File: src/logic/flic_pkg.sv
// package for the four level interrupt controller: register map, fields, vectors
package flic_pkg;

  localparam int          NUM_SRC       = 8;
  localparam int          NUM_LVL       = 4;
  localparam int          ADDR_W        = 10;

  // register indices; byte address is four times the index
  localparam logic [7:0]  IDX_EN_MAIN   = 8'hA8;
  localparam logic [7:0]  IDX_EN_SECOND = 8'hB1;
  localparam logic [7:0]  IDX_PRIO_LOW  = 8'hB8;
  localparam logic [7:0]  IDX_PRIO_HIGH = 8'hB7;
  localparam logic [7:0]  IDX_KPD_LOW   = 8'hB2;
  localparam logic [7:0]  IDX_KPD_HIGH  = 8'hB3;
  localparam logic [7:0]  IDX_STATUS    = 8'hB4;

  localparam logic [7:0]  EN_MAIN_RST   = 8'h00;
  localparam logic [7:0]  PRIO_RST      = 8'h00;
  localparam logic [6:0]  PRIO_MASK     = 7'h7F;
  localparam int          GLOBAL_EN_BIT = 7;
  localparam int          TIMER2_BIT    = 5;

  // source index equals polling order, first is polled first
  localparam logic [2:0]  SRC_LINE_ZERO = 3'h0;
  localparam logic [2:0]  SRC_TIMER0    = 3'h1;
  localparam logic [2:0]  SRC_LINE_ONE  = 3'h2;
  localparam logic [2:0]  SRC_TIMER1    = 3'h3;
  localparam logic [2:0]  SRC_SERIAL    = 3'h4;
  localparam logic [2:0]  SRC_TIMER2    = 3'h5;
  localparam logic [2:0]  SRC_COUNTER   = 3'h6;
  localparam logic [2:0]  SRC_KEYPAD    = 3'h7;

  localparam logic [15:0] VEC_COUNTER   = 16'h0033;
  localparam logic [15:0] VEC_KEYPAD    = 16'h004B;

  typedef struct packed {
    logic        valid;
    logic [2:0]  src;
    logic [1:0]  level;
    logic [15:0] vector;
  } flic_req_s;

endpackage

File: src/logic/flic_top.sv
// four level interrupt controller with apb register slave
`timescale 1ns/100ps
module flic_top
  import flic_pkg::*;
#(
  parameter logic [15:0] VEC_BASE = 16'h0003,
  parameter logic [15:0] VEC_STEP = 16'h0008
) (
  input  wire logic              sys_clk,
  input  wire logic              resetn,
  input  wire logic              psel,
  input  wire logic              penable,
  input  wire logic              pwrite,
  input  wire logic [ADDR_W-1:0] paddr,
  input  wire logic [31:0]       pwdata,
  output logic      [31:0]       prdata,
  output logic                   pready,
  output logic                   pslverr,
  input  wire logic              irq_line_zero,
  input  wire logic              irq_line_one,
  input  wire logic [5:0]        periph_req,
  output flic_req_s              irq_out,
  input  wire logic              irq_ack,
  input  wire logic              irq_return
);

  logic [7:0]         irq_enable_main_reg;
  logic               keypad_irq_enable_reg;
  logic [6:0]         prio_low_reg;
  logic [6:0]         prio_high_reg;
  logic               kpd_low_reg;
  logic               kpd_high_reg;
  logic [NUM_LVL-1:0] active_reg;
  logic [1:0]         line_sync0_reg;
  logic [1:0]         line_sync1_reg;
  logic [31:0]        rdata_reg;
  flic_req_s          out_reg;

  logic [NUM_SRC-1:0] pending;
  logic [NUM_SRC-1:0] en_vec;
  logic [NUM_SRC-1:0] elig;
  logic [NUM_SRC-1:0] hi_bits;
  logic [NUM_SRC-1:0] lo_bits;
  logic [1:0]         src_lvl [NUM_SRC];
  logic [15:0]        src_vec [NUM_SRC];
  logic               floor_any;
  logic [1:0]         floor_lvl;
  flic_req_s          cand;
  logic [1:0]         elig_max;
  logic [NUM_SRC-1:0] elig_lvl   [NUM_LVL];
  logic [NUM_SRC-1:0] elig_lvl_q [NUM_LVL];
  logic [1:0]         act_top;

  logic               setup;
  logic               acc;
  logic [7:0]         idx;
  logic               mapped;
  logic               global_irq_enable;

  // external lines come from pins: two flops before any use
  always_ff @(posedge sys_clk) begin
    if (!resetn) begin
      line_sync0_reg <= 2'h0;
      line_sync1_reg <= 2'h0;
    end else begin
      line_sync0_reg <= {irq_line_one, irq_line_zero};
      line_sync1_reg <= line_sync0_reg;
    end
  end

  // peripheral flags are levels held until their owner clears them
  assign pending = {periph_req[5:1], line_sync1_reg[1], periph_req[0],
                    line_sync1_reg[0]};

  assign global_irq_enable = irq_enable_main_reg[GLOBAL_EN_BIT];
  assign en_vec  = {keypad_irq_enable_reg, irq_enable_main_reg[6:0]};
  assign hi_bits = {kpd_high_reg, prio_high_reg};
  assign lo_bits = {kpd_low_reg, prio_low_reg};

  // highest level in service; nothing below or at it may be taken
  always_comb begin
    floor_any = |active_reg;
    floor_lvl = 2'h0;
    for (int l = 0; l < NUM_LVL; l++) begin
      if (active_reg[l]) begin
        floor_lvl = 2'(l);
      end
    end
  end
  assign act_top = floor_lvl;

  genvar g;
  generate
    for (g = 0; g < NUM_SRC; g++) begin : g_src
      assign src_lvl[g] = {hi_bits[g], lo_bits[g]};
      assign elig[g] = pending[g] && en_vec[g] && global_irq_enable &&
                       (!floor_any || (src_lvl[g] > floor_lvl));
      if (g == int'(SRC_COUNTER)) begin : g_pca
        assign src_vec[g] = VEC_COUNTER;
      end else if (g == int'(SRC_KEYPAD)) begin : g_kpd
        assign src_vec[g] = VEC_KEYPAD;
      end else begin : g_std
        assign src_vec[g] = 16'(VEC_BASE + VEC_STEP * 16'(g));
      end
    end
  endgenerate

  // level first, then polling order; strict > keeps the first polled source
  always_comb begin
    cand = '0;
    for (int i = 0; i < NUM_SRC; i++) begin
      if (elig[i] && (!cand.valid || (src_lvl[i] > cand.level))) begin
        cand.valid  = 1'b1;
        cand.src    = 3'(i);
        cand.level  = src_lvl[i];
        cand.vector = src_vec[i];
      end
    end
  end

  // helpers for the checks below
  always_comb begin
    elig_max = 2'h0;
    elig_lvl = '{default: '0};
    for (int i = 0; i < NUM_SRC; i++) begin
      if (elig[i] && (src_lvl[i] > elig_max)) begin
        elig_max = src_lvl[i];
      end
      if (elig[i]) begin
        elig_lvl[src_lvl[i]][i] = 1'b1;
      end
    end
  end

  // eligible sources per level, one cycle old so they line up with irq_out
  always_ff @(posedge sys_clk) begin
    if (!resetn) begin
      elig_lvl_q <= '{default: '0};
    end else begin
      elig_lvl_q <= elig_lvl;
    end
  end

  // request toward the core; dropped the cycle after an accept
  always_ff @(posedge sys_clk) begin
    if (!resetn) begin
      out_reg <= '0;
    end else begin
      out_reg       <= cand;
      out_reg.valid <= cand.valid && !(irq_ack && out_reg.valid);
    end
  end
  assign irq_out = out_reg;

  // in-service levels: set on accept, top one cleared on return
  always_ff @(posedge sys_clk) begin
    if (!resetn) begin
      active_reg <= '0;
    end else begin
      if (irq_return && floor_any) begin
        active_reg[act_top] <= 1'b0;
      end
      if (irq_ack && out_reg.valid) begin
        active_reg[out_reg.level] <= 1'b1;
      end
    end
  end

  // apb slave, zero wait states
  assign setup   = psel && !penable;
  assign acc     = psel && penable;
  assign idx     = paddr[ADDR_W-1:2];
  assign mapped  = (paddr[1:0] == 2'h0) &&
                   (idx == IDX_EN_MAIN  || idx == IDX_EN_SECOND || idx == IDX_PRIO_LOW ||
                    idx == IDX_PRIO_HIGH || idx == IDX_KPD_LOW  || idx == IDX_KPD_HIGH ||
                    idx == IDX_STATUS);
  assign pready  = acc;
  assign pslverr = acc && !mapped;
  assign prdata  = rdata_reg;

  always_ff @(posedge sys_clk) begin
    if (!resetn) begin
      rdata_reg <= 32'h0;
    end else if (setup && !mapped) begin
      rdata_reg <= 32'h0;
    end else if (setup) begin
      unique case (idx)
        IDX_EN_MAIN:   rdata_reg <= {24'h0, irq_enable_main_reg};
        IDX_EN_SECOND: rdata_reg <= {31'h0, keypad_irq_enable_reg};
        IDX_PRIO_LOW:  rdata_reg <= {25'h0, prio_low_reg};
        IDX_PRIO_HIGH: rdata_reg <= {25'h0, prio_high_reg};
        IDX_KPD_LOW:   rdata_reg <= {31'h0, kpd_low_reg};
        IDX_KPD_HIGH:  rdata_reg <= {31'h0, kpd_high_reg};
        IDX_STATUS:    rdata_reg <= {24'h0, out_reg.valid, out_reg.src, active_reg};
        default:       rdata_reg <= 32'h0;
      endcase
    end
  end

  // reserved bit 7 of the priority registers is not stored
  always_ff @(posedge sys_clk) begin
    if (!resetn) begin
      irq_enable_main_reg   <= EN_MAIN_RST;
      keypad_irq_enable_reg <= 1'b0;
      prio_low_reg          <= PRIO_RST[6:0];
      prio_high_reg         <= PRIO_RST[6:0];
      kpd_low_reg           <= 1'b0;
      kpd_high_reg          <= 1'b0;
    end else if (acc && pwrite && mapped) begin
      unique case (idx)
        IDX_EN_MAIN:   irq_enable_main_reg   <= pwdata[7:0];
        IDX_EN_SECOND: keypad_irq_enable_reg <= pwdata[0];
        IDX_PRIO_LOW:  prio_low_reg          <= pwdata[6:0] & PRIO_MASK;
        IDX_PRIO_HIGH: prio_high_reg         <= pwdata[6:0] & PRIO_MASK;
        IDX_KPD_LOW:   kpd_low_reg           <= pwdata[0];
        IDX_KPD_HIGH:  kpd_high_reg          <= pwdata[0];
        default:       ;
      endcase
    end
  end

  // checks; irq_out is a flop, so its causes are looked up one cycle back
  global_gate_a: assert property (@(posedge sys_clk) disable iff (!resetn)
    !global_irq_enable |=> !irq_out.valid)
    else $error("request raised while global enable clear");

  enable_gate_a: assert property (@(posedge sys_clk) disable iff (!resetn)
    irq_out.valid |-> |($past(en_vec) & (8'h01 << irq_out.src)) && $past(global_irq_enable))
    else $error("request raised from disabled source");

  pend_gate_a: assert property (@(posedge sys_clk) disable iff (!resetn)
    irq_out.valid |-> |($past(pending) & (8'h01 << irq_out.src)))
    else $error("request raised from idle source");

  timer2_gate_a: assert property (@(posedge sys_clk) disable iff (!resetn)
    !irq_enable_main_reg[TIMER2_BIT] |=> !(irq_out.valid && irq_out.src == SRC_TIMER2))
    else $error("timer 2 request passed while disabled");

  keypad_gate_a: assert property (@(posedge sys_clk) disable iff (!resetn)
    !keypad_irq_enable_reg |=> !(irq_out.valid && irq_out.src == SRC_KEYPAD))
    else $error("keypad request passed while disabled");

  counter_vector_a: assert property (@(posedge sys_clk) disable iff (!resetn)
    irq_out.valid && irq_out.src == SRC_COUNTER |-> irq_out.vector == VEC_COUNTER)
    else $error("counter array vector wrong");

  kpd_vector_a: assert property (@(posedge sys_clk) disable iff (!resetn)
    irq_out.valid && irq_out.src == SRC_KEYPAD |-> irq_out.vector == VEC_KEYPAD)
    else $error("keypad vector wrong");

  std_vector_a: assert property (@(posedge sys_clk) disable iff (!resetn)
    irq_out.valid && irq_out.src < SRC_COUNTER |-> irq_out.vector == 16'(VEC_BASE + VEC_STEP * 16'(irq_out.src)))
    else $error("standard vector wrong");

  // the pins reach arbitration two edges late, never sooner
  line_sync_a: assert property (@(posedge sys_clk) disable iff (!resetn)
    $past(resetn) && $past(resetn, 2) |->
      pending[SRC_LINE_ZERO] == $past(irq_line_zero, 2) && pending[SRC_LINE_ONE] == $past(irq_line_one, 2))
    else $error("external line not two edges late");

  level_map_a: assert property (@(posedge sys_clk) disable iff (!resetn)
    irq_out.valid |->
      irq_out.level == {|($past(hi_bits) & (8'h01 << irq_out.src)), |($past(lo_bits) & (8'h01 << irq_out.src))})
    else $error("level does not follow priority bits");

  nest_only_up_a: assert property (@(posedge sys_clk) disable iff (!resetn)
    irq_out.valid && $past(floor_any) |-> irq_out.level > $past(act_top))
    else $error("request not above running level");

  top_level_hold_a: assert property (@(posedge sys_clk) disable iff (!resetn)
    active_reg[3] && !irq_return |=> !irq_out.valid)
    else $error("highest level routine preempted");

  level_first_a: assert property (@(posedge sys_clk) disable iff (!resetn)
    irq_out.valid |-> irq_out.level == $past(elig_max))
    else $error("lower level served before higher");

  poll_order_a: assert property (@(posedge sys_clk) disable iff (!resetn)
    irq_out.valid |->
      (elig_lvl_q[irq_out.level] & ((8'h01 << irq_out.src) - 8'h01)) == 8'h00)
    else $error("polling order not kept");

  accept_mark_a: assert property (@(posedge sys_clk) disable iff (!resetn)
    irq_ack && irq_out.valid && !irq_return |=> active_reg[$past(irq_out.level)] ##0 !irq_out.valid)
    else $error("accept not recorded");

  return_clear_a: assert property (@(posedge sys_clk) disable iff (!resetn)
    irq_return && !(irq_ack && irq_out.valid) && floor_any |=> !active_reg[$past(act_top)])
    else $error("return did not end top routine");

  en_write_a: assert property (@(posedge sys_clk) disable iff (!resetn)
    acc && pwrite && mapped && idx == IDX_EN_MAIN |=> irq_enable_main_reg == $past(pwdata[7:0]))
    else $error("main enable write lost");

  kpd_en_write_a: assert property (@(posedge sys_clk) disable iff (!resetn)
    acc && pwrite && mapped && idx == IDX_EN_SECOND |=> keypad_irq_enable_reg == $past(pwdata[0]))
    else $error("keypad enable write lost");

  prio_low_write_a: assert property (@(posedge sys_clk) disable iff (!resetn)
    acc && pwrite && mapped && idx == IDX_PRIO_LOW |=> prio_low_reg == $past(pwdata[6:0]))
    else $error("low priority write lost");

  prio_high_write_a: assert property (@(posedge sys_clk) disable iff (!resetn)
    acc && pwrite && mapped && idx == IDX_PRIO_HIGH |=> prio_high_reg == $past(pwdata[6:0]))
    else $error("high priority write lost");

  kpd_low_write_a: assert property (@(posedge sys_clk) disable iff (!resetn)
    acc && pwrite && mapped && idx == IDX_KPD_LOW |=> kpd_low_reg == $past(pwdata[0]))
    else $error("keypad low priority write lost");

  kpd_high_write_a: assert property (@(posedge sys_clk) disable iff (!resetn)
    acc && pwrite && mapped && idx == IDX_KPD_HIGH |=> kpd_high_reg == $past(pwdata[0]))
    else $error("keypad high priority write lost");

  refused_write_a: assert property (@(posedge sys_clk) disable iff (!resetn)
    acc && pwrite && !mapped |=>
      $stable(irq_enable_main_reg) && $stable(prio_low_reg) && $stable(prio_high_reg) && $stable(keypad_irq_enable_reg))
    else $error("refused write changed a register");

  refused_read_a: assert property (@(posedge sys_clk) disable iff (!resetn)
    setup && !mapped |=> prdata == 32'h0)
    else $error("refused read returned data");

  reset_value_a: assert property (@(posedge sys_clk)
    $rose(resetn) |-> irq_enable_main_reg == EN_MAIN_RST && prio_low_reg == 7'h00 && prio_high_reg == 7'h00 &&
      !keypad_irq_enable_reg)
    else $error("registers not cleared by reset");

endmodule

File: config.mk
export PLATFORM = sky130hd
export DESIGN_NAME = flic_top
export DESIGN_NICKNAME = d
export VERILOG_FILES = /design/src/logic/flic_pkg.sv /design/src/logic/flic_top.sv
export SDC_FILE = /design/constraint.sdc
export NUM_CORES = 1
export LEC_CHECK = 0
export ABC_CLOCK_PERIOD_IN_PS = 24600
export CAP_MARGIN = 20
export CORE_UTILIZATION = 44
export DETAILED_ROUTE_END_ITERATION = 8
export DONT_BUFFER_PORTS = 1
export SLEW_MARGIN = 30
export SYNTH_ARGS = -nofsm -noshare
export SYNTH_HDL_FRONTEND = slang
export SYNTH_SLANG_ARGS = --single-unit
export TNS_END_PERCENT = 1
File: constraint.sdc
create_clock -name sys_clk -period 24.6 [get_ports sys_clk]
set_clock_uncertainty 0.1 [all_clocks]
set_input_delay 3.69 -clock sys_clk [delete_from_list [all_inputs] [get_ports sys_clk]]
set_output_delay 3.69 -clock sys_clk [all_outputs]
set_load 0.05 [all_outputs]
* Word-level counts from Yosys, hierarchy flattened
Cells that the tools add are included.
Word-level totals: output and inout port bits 56, bits in latches 0, bits in read-only memories 0, bits of input ports 57, register bits 87, word-level logic and storage cells 151, RAM bits 0, memories kept 0
Cells by class: shift-type cells 0, reduce and logical (&&, ||, !) cells 86, equal/unequal tests 7, bitwise operators 4, magnitude comparators 19, multiply operators 0, div/mod/pow operators 0, add/sub/neg operators 0, muxes and demuxes 19
Operators by type and width (count):
- $mux W22 | 8
- $eq A8 B8 Y1 const B | 7
- $pmux W8 S7 | 1
- $logic_and A1 B1 Y1 | 43
- $gt A2 B2 Y1 | 15
- $logic_or A1 B1 Y1 | 21
- $mux W4 | 3
- $reduce_and A2 Y1 | 6
- $logic_not A1 Y1 | 11
- $reduce_or A8 Y1 | 1
- $lt A2 B3 Y1 const B | 2
- $and A4 B4 Y4 | 1
- $demux W1 S2 | 2
- $ge A2 B1 Y1 const B | 2
- $mux W2 | 2
- $not A4 Y4 | 1
- $or A4 B4 Y4 | 1
- $reduce_or A2 Y1 | 2
- $reduce_or A4 Y1 | 1
- $mux W1 | 3
- $logic_not A2 Y1 | 1
- $not A1 Y1 | 1

* Logic depth before layout (Yosys ltp)
Gate-level depths: netlist of the first run.
word-level depth 36, gate-level depth with buffers 55, depth with buffers taken out 55

* Least setup slack after synthesis of the first run
OpenSTA, ideal clock, no wires.
path type input port to flip-flop, from input periph_req[0], to register out_reg (netlist bit irq_out[17]), data required time 24380 ps, data arrival time 10793 ps, setup time 120 ps, slack 13587 ps, path buffers 0, stages on the path 43, cell sequence and3_1 -> a21bo_2 -> o32ai_1 -> inv_1 -> ha_1 -> nor2b_1 -> o21ai_0 -> o311a_1 -> a211oi_2 -> mux2_2 -> ha_1 -> nor2b_1 -> a2bb2oi_1 -> o211ai_1 -> o31ai_1 -> nand2_1 -> o21a_1 -> ha_1 -> [... 7 more ...] -> a21oi_1 -> a21oi_1 -> o21ai_1 -> o21a_1 -> a21oi_1 -> ha_1 -> a21oi_1 -> a211oi_1 -> a21oi_1 -> o21ai_0 -> a21oi_1 -> o21bai_1 -> ha_1 -> a21oi_1 -> a21oi_1 -> o21ai_1 -> nor2_1 -> o2bb2ai_1
On the way: longest elaborated chain between the ends 29, elaborated cells between the ends (all ways) 35, classes of those cells order compare: 6; mux: 7; reduce/logical: 22
RTL lines:
- from (decl) | RTL line flic_top.sv:21 | input wire logic [5:0] periph_req,
- $logic_and A1 B1 Y1 * (3 in series) | RTL line flic_top.sv:96 | assign elig[g] = pending[g] && en_vec[g] && global_irq_enable &&
- $logic_and A1 B1 Y1 * | RTL line flic_top.sv:112 | if (elig[i] && (!cand.valid || (src_lvl[i] > cand.level))) begin
- $mux W22 * | RTL line flic_top.sv:112
- $gt A2 B2 Y1 / $logic_not A1 Y1 (equally long branches) | RTL line flic_top.sv:112
- $logic_or A1 B1 Y1 | RTL line flic_top.sv:112
- $logic_and A1 B1 Y1 | RTL line flic_top.sv:112
- $mux W22 * | RTL line flic_top.sv:112
- $gt A2 B2 Y1 / $logic_not A1 Y1 (equally long branches) | RTL line flic_top.sv:112
- [... 11 more ...]
- $gt A2 B2 Y1 / $logic_not A1 Y1 (equally long branches) | RTL line flic_top.sv:112
- $logic_or A1 B1 Y1 | RTL line flic_top.sv:112
- $logic_and A1 B1 Y1 | RTL line flic_top.sv:112
- $mux W22 * | RTL line flic_top.sv:112
- $gt A2 B2 Y1 / $logic_not A1 Y1 (equally long branches) | RTL line flic_top.sv:112
- $logic_or A1 B1 Y1 | RTL line flic_top.sv:112
- $logic_and A1 B1 Y1 | RTL line flic_top.sv:112
- $mux W22 * | RTL line flic_top.sv:112
- to (signal assigned) | RTL line flic_top.sv:149 | out_reg <= cand;
- to (decl) | RTL line flic_top.sv:37 | flic_req_s out_reg;
Mark *: on every way between the ends. The rest lies on a longest branch, timed or not. A chain may end at the register's enable or synchronous reset.

* Final worst setup path of the first run
from input periph_req[0], to register out_reg (netlist bit irq_out[16])
The elaborated chain is that of the path after synthesis.

==> reports/results.txt, run 1 <==
outcome -> completed
#FFs+latches synth -> 51
DR WL/cell -> 17.35 um
synthesized cell area -> 0.003495 mm2
n_diodes -> 0
dpl hpwl -> 6770 um
Die Area -> 0.008303 mm2
Crit Path Class -> input port to register
maximum buffer depth of the clock tree -> 2
Synth top area share -> 29.22%
Largest register FFs -> 10
post-route insts no fill -> 521
Switch Pwr -> 0.04665 mW
Sw Ratio -> 28.71%
multi-input logic area -> 0.002198 mm2
Synth Warn # -> 0
Yosys top cell by area -> dfxtp_1
most frequent cells in the layout -> dfxtp_1 (50), nor2_1 (46), conb_1 (34), nand2_1 (30), ha_1 (30)
Root Buffer -> clkbuf_8
drt initial violations -> 148
Hold WS -> 339.9 ps
crit path max fanout -> 9
CP endpoint kind -> register
TNS Setup -> 0 ps
Worst EP required -> 24690 ps
Seq pwr share -> 52.9%
clock buffer count from CTS -> 5
Post-CTS Resized -> 0
share of layout cells above drive strength 1 -> 5.967%
register area share after synthesis -> 29.22%
Crit path top cell by count -> a21oi_1
drt via density -> 5.697
Clock Sinks -> 51
post-synthesis cell count -> 425
Comb power frac -> 10.3%
Skew-Pair Late Insertion Delay -> 310 ps
grt ovf -> 0
Initial Utilization -> 45.46%
Int Pwr -> 0.1158 mW
register area -> 0.001022 mm2
Post-Route WL -> 9037 um
Synth area leaders -> dfxtp_1 (29%), ha_1 (11%), buf_4 (7.9%)
Tmin final -> 12160 ps
DRT Pass-1 Iters -> 6
VDD IR max -> 33.26 uV
Clock power frac -> 36.9%
most common cell after layout, fill and taps aside -> dfxtp_1
Top FF cell, synth -> dfxtp_1
CTS tree -> built
area of the core -> 0.007687 mm2
Util after Layout -> 46.32%
Critical Path AT -> 12250 ps
Worst Setup Start Kind -> input port
Inst Count DP -> 513
Final Max Tran Viols -> 0
Post-synth EDFFs -> 0
NumNets Final -> 505
PD cells -> 45.64 mW/mm2
number of H-tree levels -> 2
Synth async-reset ratio -> 0%
GRT Util Overall -> 22.32%
post-synth cell types -> 57
RSZ-0062 raised after global routing -> false
# Post-CTS Setup Buffers -> 0
Worst path slowest cell -> o21ai_1
vias in the first global route -> 2735
Port Buf Inserts -> 0
Fillers -> 786
final hold vios -> 0
Worst Tran Pin Value -> 928.6 ps
max-cap viol count -> 0
Clock transition at path regs -> 90 ps
hold buffers post-CTS -> 0
final setup vio count -> 0
Syn Area/Cell -> 8.223 um2
Worst Hold Class -> register to register
Remaining DRCs -> 0
critical path's largest stage delay -> 470 ps
Slew HR -> 38.01%
Final period util -> 49.42%
die span in x -> 91.12 um
FP Rows -> 32
Leak Pwr -> 1.434 nW
initial antenna violation count -> 0
I/O pins -> 113
largest net degree at the start of global routing -> 35
post-route antenna net violation count -> 0
fmax -> 82.26 MHz
global-route wire length before repair -> 14460 um
Via Count -> 2968
Pwr Total -> 0.1625 mW
Die H -> 91.12 um
Syn-to-layout area delta -> 1.898%
gpl congestion -> 0.9269
[final cells by class]
type,instances,share of cell area (%)
multi-input cells,336,61.74
flip-flops and latches,51,28.71
well taps,102,3.584
inverters,22,2.319
clock buffers,5,1.933
clock inverters,3,1.300
repair buffers,2,0.4216
[path summary, 6_finish.rpt]
path / from / end / slack (ps) / depth (start not counted)
max reg2reg: active_reg[1] / irq_out[16] / 13900 / 51
min: line_sync0_reg[1] / line_sync1_reg[1] / 340 / 1
max: periph_req[0] / irq_out[16] / 12440 / 44
min reg2reg: line_sync0_reg[1] / line_sync1_reg[1] / 340 / 1
[layer usage]
layer / global-route usage [%] / share of wire, % / up-vias
met5: 0 / 0 / -
met4: 7.672 / 2.4 / 0
met3: 4.523 / 8.6 / 19
met2: 37.94 / 47 / 117
met1: 27.99 / 42 / 1390
li1: - / - / 1442
[power groups by stage]
stage	logic, mW	registers (mW)	clock network (mW)
floorplan	0.0205	0.0878	0
global placement	0.0164	0.0879	0
detailed placement	0.0165	0.0879	0
CTS	0.0165	0.0859	0.0622
global route	0.0175	0.0861	0.0654
finish	0.0167	0.0859	0.0599
[critical path: cells and delay by family]
kind,cells,cell delay [ps]
compound gates,28,5410
fa+ha+maj,6,1520
buf+inv,2,130
mux,1,420
simple gates,7,1020
[Yosys cell counts, drive strengths merged (2+ instances only)]
cell type  count
a211oi         8
a21bo          2
a21oi         27
a221oi         8
a22o           2
a22oi          2
a2bb2oi        3
and2           8
and3           6
buf           40
clkbuf         9
dfxtp         51
ha            30
inv           21
mux2           2
mux2i         25
nand2         30
nand2b         2
nand3         13
nand3b         3
nor2          47
nor2b         14
nor3           7
nor4           2
nor4b          2
o2111a         2
o211ai         7
o21a           5
o21ai         19
o22ai          2
o2bb2ai        2
o31ai          2
o32ai          2
or3            2
[cell families (layout without fill, tap and decap cells)]
| logic type | Yosys count | in the layout | synth area share [%] |
|---|---|---|---|
| DFF | 51 | 51 | 29.22 |
| muxes | 27 | 27 | 7.805 |
| AOI/OAI and AO/OA | 104 | 104 | 20.62 |
| buffers and inverters | 71 | 32 | 11.71 |
| xor gates and xnor gates | 1 | 1 | 0.2507 |
| adders and majority gates | 30 | 30 | 10.74 |
| other | 1 | 34 | 0.1073 |
| and+or+nand+nor | 140 | 140 | 19.55 |
[through the flow]
step / worst slack, ps / instance area, um2
detailed placement: 12320 / 3436
global route: 11520 / 3561
floorplan: 13590 / 3618
CTS: 12600 / 3551
finish: 12440 / 3561
global placement: 12520 / 3435
Power figures use the tool's default switching activity.
==> run 2: changes to the inputs <==
ABC_CLOCK_PERIOD_IN_PS = 10250   (was 24600)
clock period = 10.25 ns   (was 24.6 ns; I/O delays follow)
==> run 2 against run 1 <==
Clock power increased by 100%. Die area unchanged. Setup slack got worse by 12000 ps. Cell area increased by 1.5%. Via count increased by 0.81%. Combinational power increased by 140%. Critical path type is now register to register.
==> reports/results.txt, run 2 (same netlist as run 1, synthesis figures left out) <==
outcome -> completed (unchanged)
reg2reg path depth -> 50 (was 51)
gpl congestion -> 0.8979 (was 0.9269)
global-route wire length before repair -> 13990 um (was 14460 um)
drt initial violations -> 176 (was 148)
Port Buf Inserts -> 0 (unchanged)
Worst path slowest cell -> dfxtp_1 (was o21ai_1)
Skew-Pair Late Insertion Delay -> 320 ps (was 310 ps)
final hold vios -> 0 (unchanged)
GRT Util Overall -> 21.86% (was 22.32%)
CTS tree -> built (unchanged)
Worst EP required -> 10360 ps (was 24690 ps)
maximum buffer depth of the clock tree -> 2 (unchanged)
post-route antenna net violation count -> 0 (unchanged)
Worst Setup Start Kind -> register (was input port)
WHS Path Cells -> 1 (unchanged)
Worst Tran Pin Value -> 935.2 ps (was 928.6 ps)
most common cell after layout, fill and taps aside -> dfxtp_1 (unchanged)
Die Area -> 0.008303 mm2 (unchanged)
I/O pins -> 113 (unchanged)
vias in the first global route -> 2663 (was 2735)
Via Count -> 2992 (was 2968)
CP endpoint kind -> register (unchanged)
Remaining DRCs -> 0 (unchanged)
RSZ-0062 raised after global routing -> false (unchanged)
final setup vio count -> 0 (unchanged)
hold buffers post-CTS -> 0 (unchanged)
Hold WS -> 339.8 ps (was 339.9 ps)
clock buffer count from CTS -> 5 (unchanged)
number of H-tree levels -> 2 (unchanged)
DR WL/cell -> 17.22 um (was 17.35 um)
Worst Hold Class -> register to register (unchanged)
share of layout cells above drive strength 1 -> 8.197% (was 5.967%)
Final period util -> 91.24%
NumNets Final -> 513 (was 505)
TNS Setup -> 0 ps (unchanged)
max-cap viol count -> 0 (unchanged)
area of the core -> 0.007687 mm2 (unchanged)
Fillers -> 784 (was 786)
Crit Path Class -> register to register (was input port to register)
Slew HR -> 37.57% (was 38.01%)
dpl hpwl -> 6725 um (was 6770 um)
Clock transition at path regs -> 100 ps (was 90 ps)
initial antenna violation count -> 0 (unchanged)
Largest register FFs -> 10 (unchanged)
VDD IR max -> 47.15 uV (was 33.26 uV)
n_diodes -> 0 (unchanged)
most frequent cells in the layout -> dfxtp_1 (50), nor2_1 (46), conb_1 (34), nand2_1 (30), ha_1 (30) (unchanged)
Final Max Tran Viols -> 0 (unchanged)
drt via density -> 5.656 (was 5.697)
Initial Utilization -> 45.46% (unchanged)
Critical Path AT -> 9460 ps (was 12250 ps)
largest net degree at the start of global routing -> 35 (unchanged)
FP Rows -> 32 (unchanged)
PD cells -> 101.6 mW/mm2 (was 45.64 mW/mm2)
Syn-to-layout area delta -> 3.401% (was 1.898%)
crit path max fanout -> 9 (unchanged)
Reg2Reg Setup Slack -> 900 ps (was 13900 ps)
fmax -> 106.9 MHz
Leak Pwr -> 1.457 nW (was 1.434 nW)
Post-Route WL -> 9107 um (was 9037 um)
Clock Sinks -> 51 (unchanged)
multi-input logic area -> 0.002217 mm2 (was 0.002198 mm2)
die span in x -> 91.12 um (unchanged)
Tmin final -> 9353 ps
register area -> 0.001022 mm2 (unchanged)
grt ovf -> 0 (unchanged)
critical path's largest stage delay -> 440 ps (was 470 ps)
Root Buffer -> clkbuf_8 (unchanged)
Die H -> 91.12 um (unchanged)
DRT Pass-1 Iters -> 6 (unchanged)
## run 2: cell types whose count changed in the layout (fill, tap and decap cells not counted), sizes merged
cell      delta
bufinv       -1
clkinv       +1
clkinvlp     +1
inv          -1
buf          +8
## run 2: power breakdown
group,switching [mW],total (mW),internal (mW)
combinational,0.0357,0.0400,0.00430
sequential,0.00607,0.206,0.200
clock,0.0731,0.121,0.0477
## run 2: repair_timing
item	4_1_cts	5_1_grt
endpoints found under the hold margin	0	0
setup buffers	0	3
setup endpoints to repair	0	8
gates resized for setup	0	3
## run 2: path summary, 6_finish.rpt
path,startpoint,endpoint
worst max-delay path,active_reg[3],irq_out[17]
worst min-delay path,line_sync0_reg[1],line_sync1_reg[1]
worst max register to register,active_reg[3],irq_out[17]
worst min register to register,line_sync0_reg[1],line_sync1_reg[1]
## run 2: critical path, delay by kind of cell (launching register included)
kind | cells | cell delay [ps]
compound gates | 31 | 4900
fa+ha+maj | 8 | 2160
buf+inv | 2 | 250
flops | 1 | 440
mux | 1 | 410
simple gates | 8 | 980
## run 2: layout make-up
type / instances / area share, %
clock buffers: 5 / 1.904
clock inverters: 3 / 0.5540
inverters: 22 / 2.285
multi-input cells: 336 / 61.36
flip-flops and latches: 51 / 28.29
well taps: 102 / 3.532
repair buffers: 10 / 2.078
## run 2: routing by layer
layer	part of all wire, %	vias to the layer above	GRT usage, %
met3	6.8	6	4.439
li1	-	1454	-
met1	44	1428	27.38
met2	48	104	37.44
met5	0	-	0
met4	1.0	0	7.011
## run 2: per-stage QoR
step	instances	utilization [%]	setup slack [ps]	instance area (um2)	power [mW]
after floorplan	458	-	1204	3618	0.2599
after global placement	518	45.17	913.2	3472	0.2503
after detailed placement	518	45.21	731.5	3476	0.2507
after CTS	526	46.37	688.9	3565	0.3705
after global routing	529	47.01	71.90	3613	0.3806
final	529	47.01	897.5	3613	0.3670
==> run 3: changes to the inputs <==
GPL_TIMING_DRIVEN = 0   (was unset)
==> run 3 against run 2 <==
Routed wire length increased by 2.6%. Maximum frequency fell by 2.4%. First-iteration DRC count decreased by 28%. Die area stayed put. Setup slack got worse by 230 ps. Worst hold slack got worse by 2.3 ps. Sequential share of layout area down 2.6 points. Sequential power is essentially flat. Largest cell class unchanged. Critical endpoint is now irq_out[16]. Non-clock buffer count grew 46.
==> reports/results.txt, run 3 (same netlist as run 1, synthesis figures left out) <==
outcome -> completed (unchanged)
GRT Util Overall -> 22.59% (was 21.86%)
Initial Utilization -> 45.46% (unchanged)
Final period util -> 93.51% (was 91.24%)
final setup vio count -> 0 (unchanged)
post-route antenna net violation count -> 0 (unchanged)
Port Buf Inserts -> 0 (unchanged)
max-cap viol count -> 0 (unchanged)
I/O pins -> 113 (unchanged)
Remaining DRCs -> 0 (unchanged)
Inst Count DP -> 560 (was 518)
Final Max Tran Viols -> 0 (unchanged)
Syn-to-layout area delta -> 14.04% (was 3.401%)
DRT Pass-1 Iters -> 7 (was 6)
Post-Route WL -> 9342 um (was 9107 um)
Clock Sinks -> 51 (unchanged)
Crit Path Class -> register to register (unchanged)
share of layout cells above drive strength 1 -> 16.03% (was 8.197%)
most frequent cells in the layout -> dfxtp_1 (49), nor2_1 (46), buf_4 (44), conb_1 (34) (was dfxtp_1 (50), nor2_1 (46), conb_1 (34), nand2_1 (30), ha_1 (30))
Leak Pwr -> 1.691 nW (was 1.457 nW)
initial antenna violation count -> 0 (unchanged)
n_diodes -> 0 (unchanged)
maximum buffer depth of the clock tree -> 2 (unchanged)
CTS tree -> built (unchanged)
Worst EP required -> 10360 ps (about the same)
Tmin final -> 9585 ps (was 9353 ps)
VDD IR max -> 49.81 uV (was 47.15 uV)
Placed Area -> 0.003746 mm2 (was 0.003476 mm2)
most common cell after layout, fill and taps aside -> dfxtp_1 (unchanged)
buffers and inverters on the worst path -> 3 (was 2)
Die H -> 91.12 um (unchanged)
drt via density -> 5.458 (was 5.656)
Worst Hold Class -> register to register (unchanged)
Hold WS -> 337.5 ps (was 339.8 ps)
dpl hpwl -> 7015 um (was 6725 um)
CP endpoint kind -> register (unchanged)
grt ovf -> 0 (unchanged)
Slew HR -> 38.48% (was 37.57%)
critical path's largest stage delay -> 410 ps (was 440 ps)
Skew-Pair Late Insertion Delay -> 320 ps (about the same)
final instance area -> 0.003985 mm2 (was 0.003613 mm2)
NumNets Final -> 560 (was 513)
vias in the first global route -> 2834 (was 2663)
drt initial violations -> 127 (was 176)
Fillers -> 738 (was 784)
TNS Setup -> 0 ps (unchanged)
gpl congestion -> 0.8573 (was 0.8979)
final hold vios -> 0 (unchanged)
Die Area -> 0.008303 mm2 (unchanged)
Worst Setup Start Kind -> register (unchanged)
multi-input logic area -> 0.002257 mm2 (was 0.002217 mm2)
fmax -> 104.3 MHz (was 106.9 MHz)
Largest register FFs -> 10 (unchanged)
clock buffer count from CTS -> 5 (unchanged)
largest net degree at the start of global routing -> 18 (was 35)
Via Count -> 3144 (was 2992)
global-route wire length before repair -> 14500 um (was 13990 um)
number of H-tree levels -> 2 (unchanged)
Pwr Total -> 0.4078 mW (was 0.3670 mW)
Worst path slowest cell -> dfxtp_2 (was dfxtp_1)
post-route insts no fill -> 576 (was 529)
Largest delay share family, worst path -> compound AO/OA/AOI/OAI gates (unchanged)
PD cells -> 102.3 mW/mm2 (was 101.6 mW/mm2)
register area -> 0.001023 mm2 (was 0.001022 mm2)
Clock transition at path regs -> 100 ps (about the same)
Worst Tran Pin Value -> 920.9 ps (was 935.2 ps)
DR WL/cell -> 16.22 um (was 17.22 um)
Critical Path AT -> 9700 ps (was 9460 ps)
area of the core -> 0.007687 mm2 (unchanged)
Root Buffer -> clkbuf_8 (unchanged)
FP Rows -> 32 (unchanged)
die span in x -> 91.12 um (unchanged)
crit path max fanout -> 8 (was 9)
==> run 3: cell type report <==
class	count	area share, %
clock inverter	3	1.162
buffer	49	8.195
clock buffer	5	1.727
inverter	22	2.072
sequential	51	25.68
multi-input combinational	337	56.64
tap	102	3.203
timing repair buffer	7	1.319
==> run 3: power breakdown <==
group	internal, mW	switching [mW]
logic	0.0137	0.0396
registers	0.200	0.00605
clock network	0.0737	0.0747
total	0.287	0.120
==> run 3: routing by layer <==
layer,vias up,part of all wire [%],global-route usage [%]
li1,1556,-,-
met1,1443,44,28.21
met2,127,47,38.76
met3,18,6.9,4.439
met4,0,1.8,7.540
met5,-,0,0
==> run 3: final timing paths <==
| path | to | cells past startpoint | slack (ps) | startpoint |
|---|---|---|---|---|
| worst min-delay path | line_sync1_reg[1] | 1 | 340 | line_sync0_reg[1] |
| worst max-delay path | irq_out[16] | 52 | 670 | active_reg[2] |
| worst max register to register | irq_out[16] | 52 | 670 | active_reg[2] |
| worst min register to register | line_sync1_reg[1] | 1 | 340 | line_sync0_reg[1] |
==> run 3: per-stage QoR <==
stage                     util, %  setup slack (ps)
after global routing        51.84            -45.81
after global placement      48.73            -366.1
after CTS                   50.42             136.1
after floorplan                 -              1204
final                       51.84             665.4
after detailed placement    48.73            -584.7
==> run 3: what timing repair did <==
action | 4_1_cts | 5_1_grt
pin swaps | 0 | 2
hold buffers | 0 | 0
resized for setup | 4 | 9
endpoints found under the setup margin | 8 | 8
buffers inserted | 0 | 7
gates cloned | 0 | 1
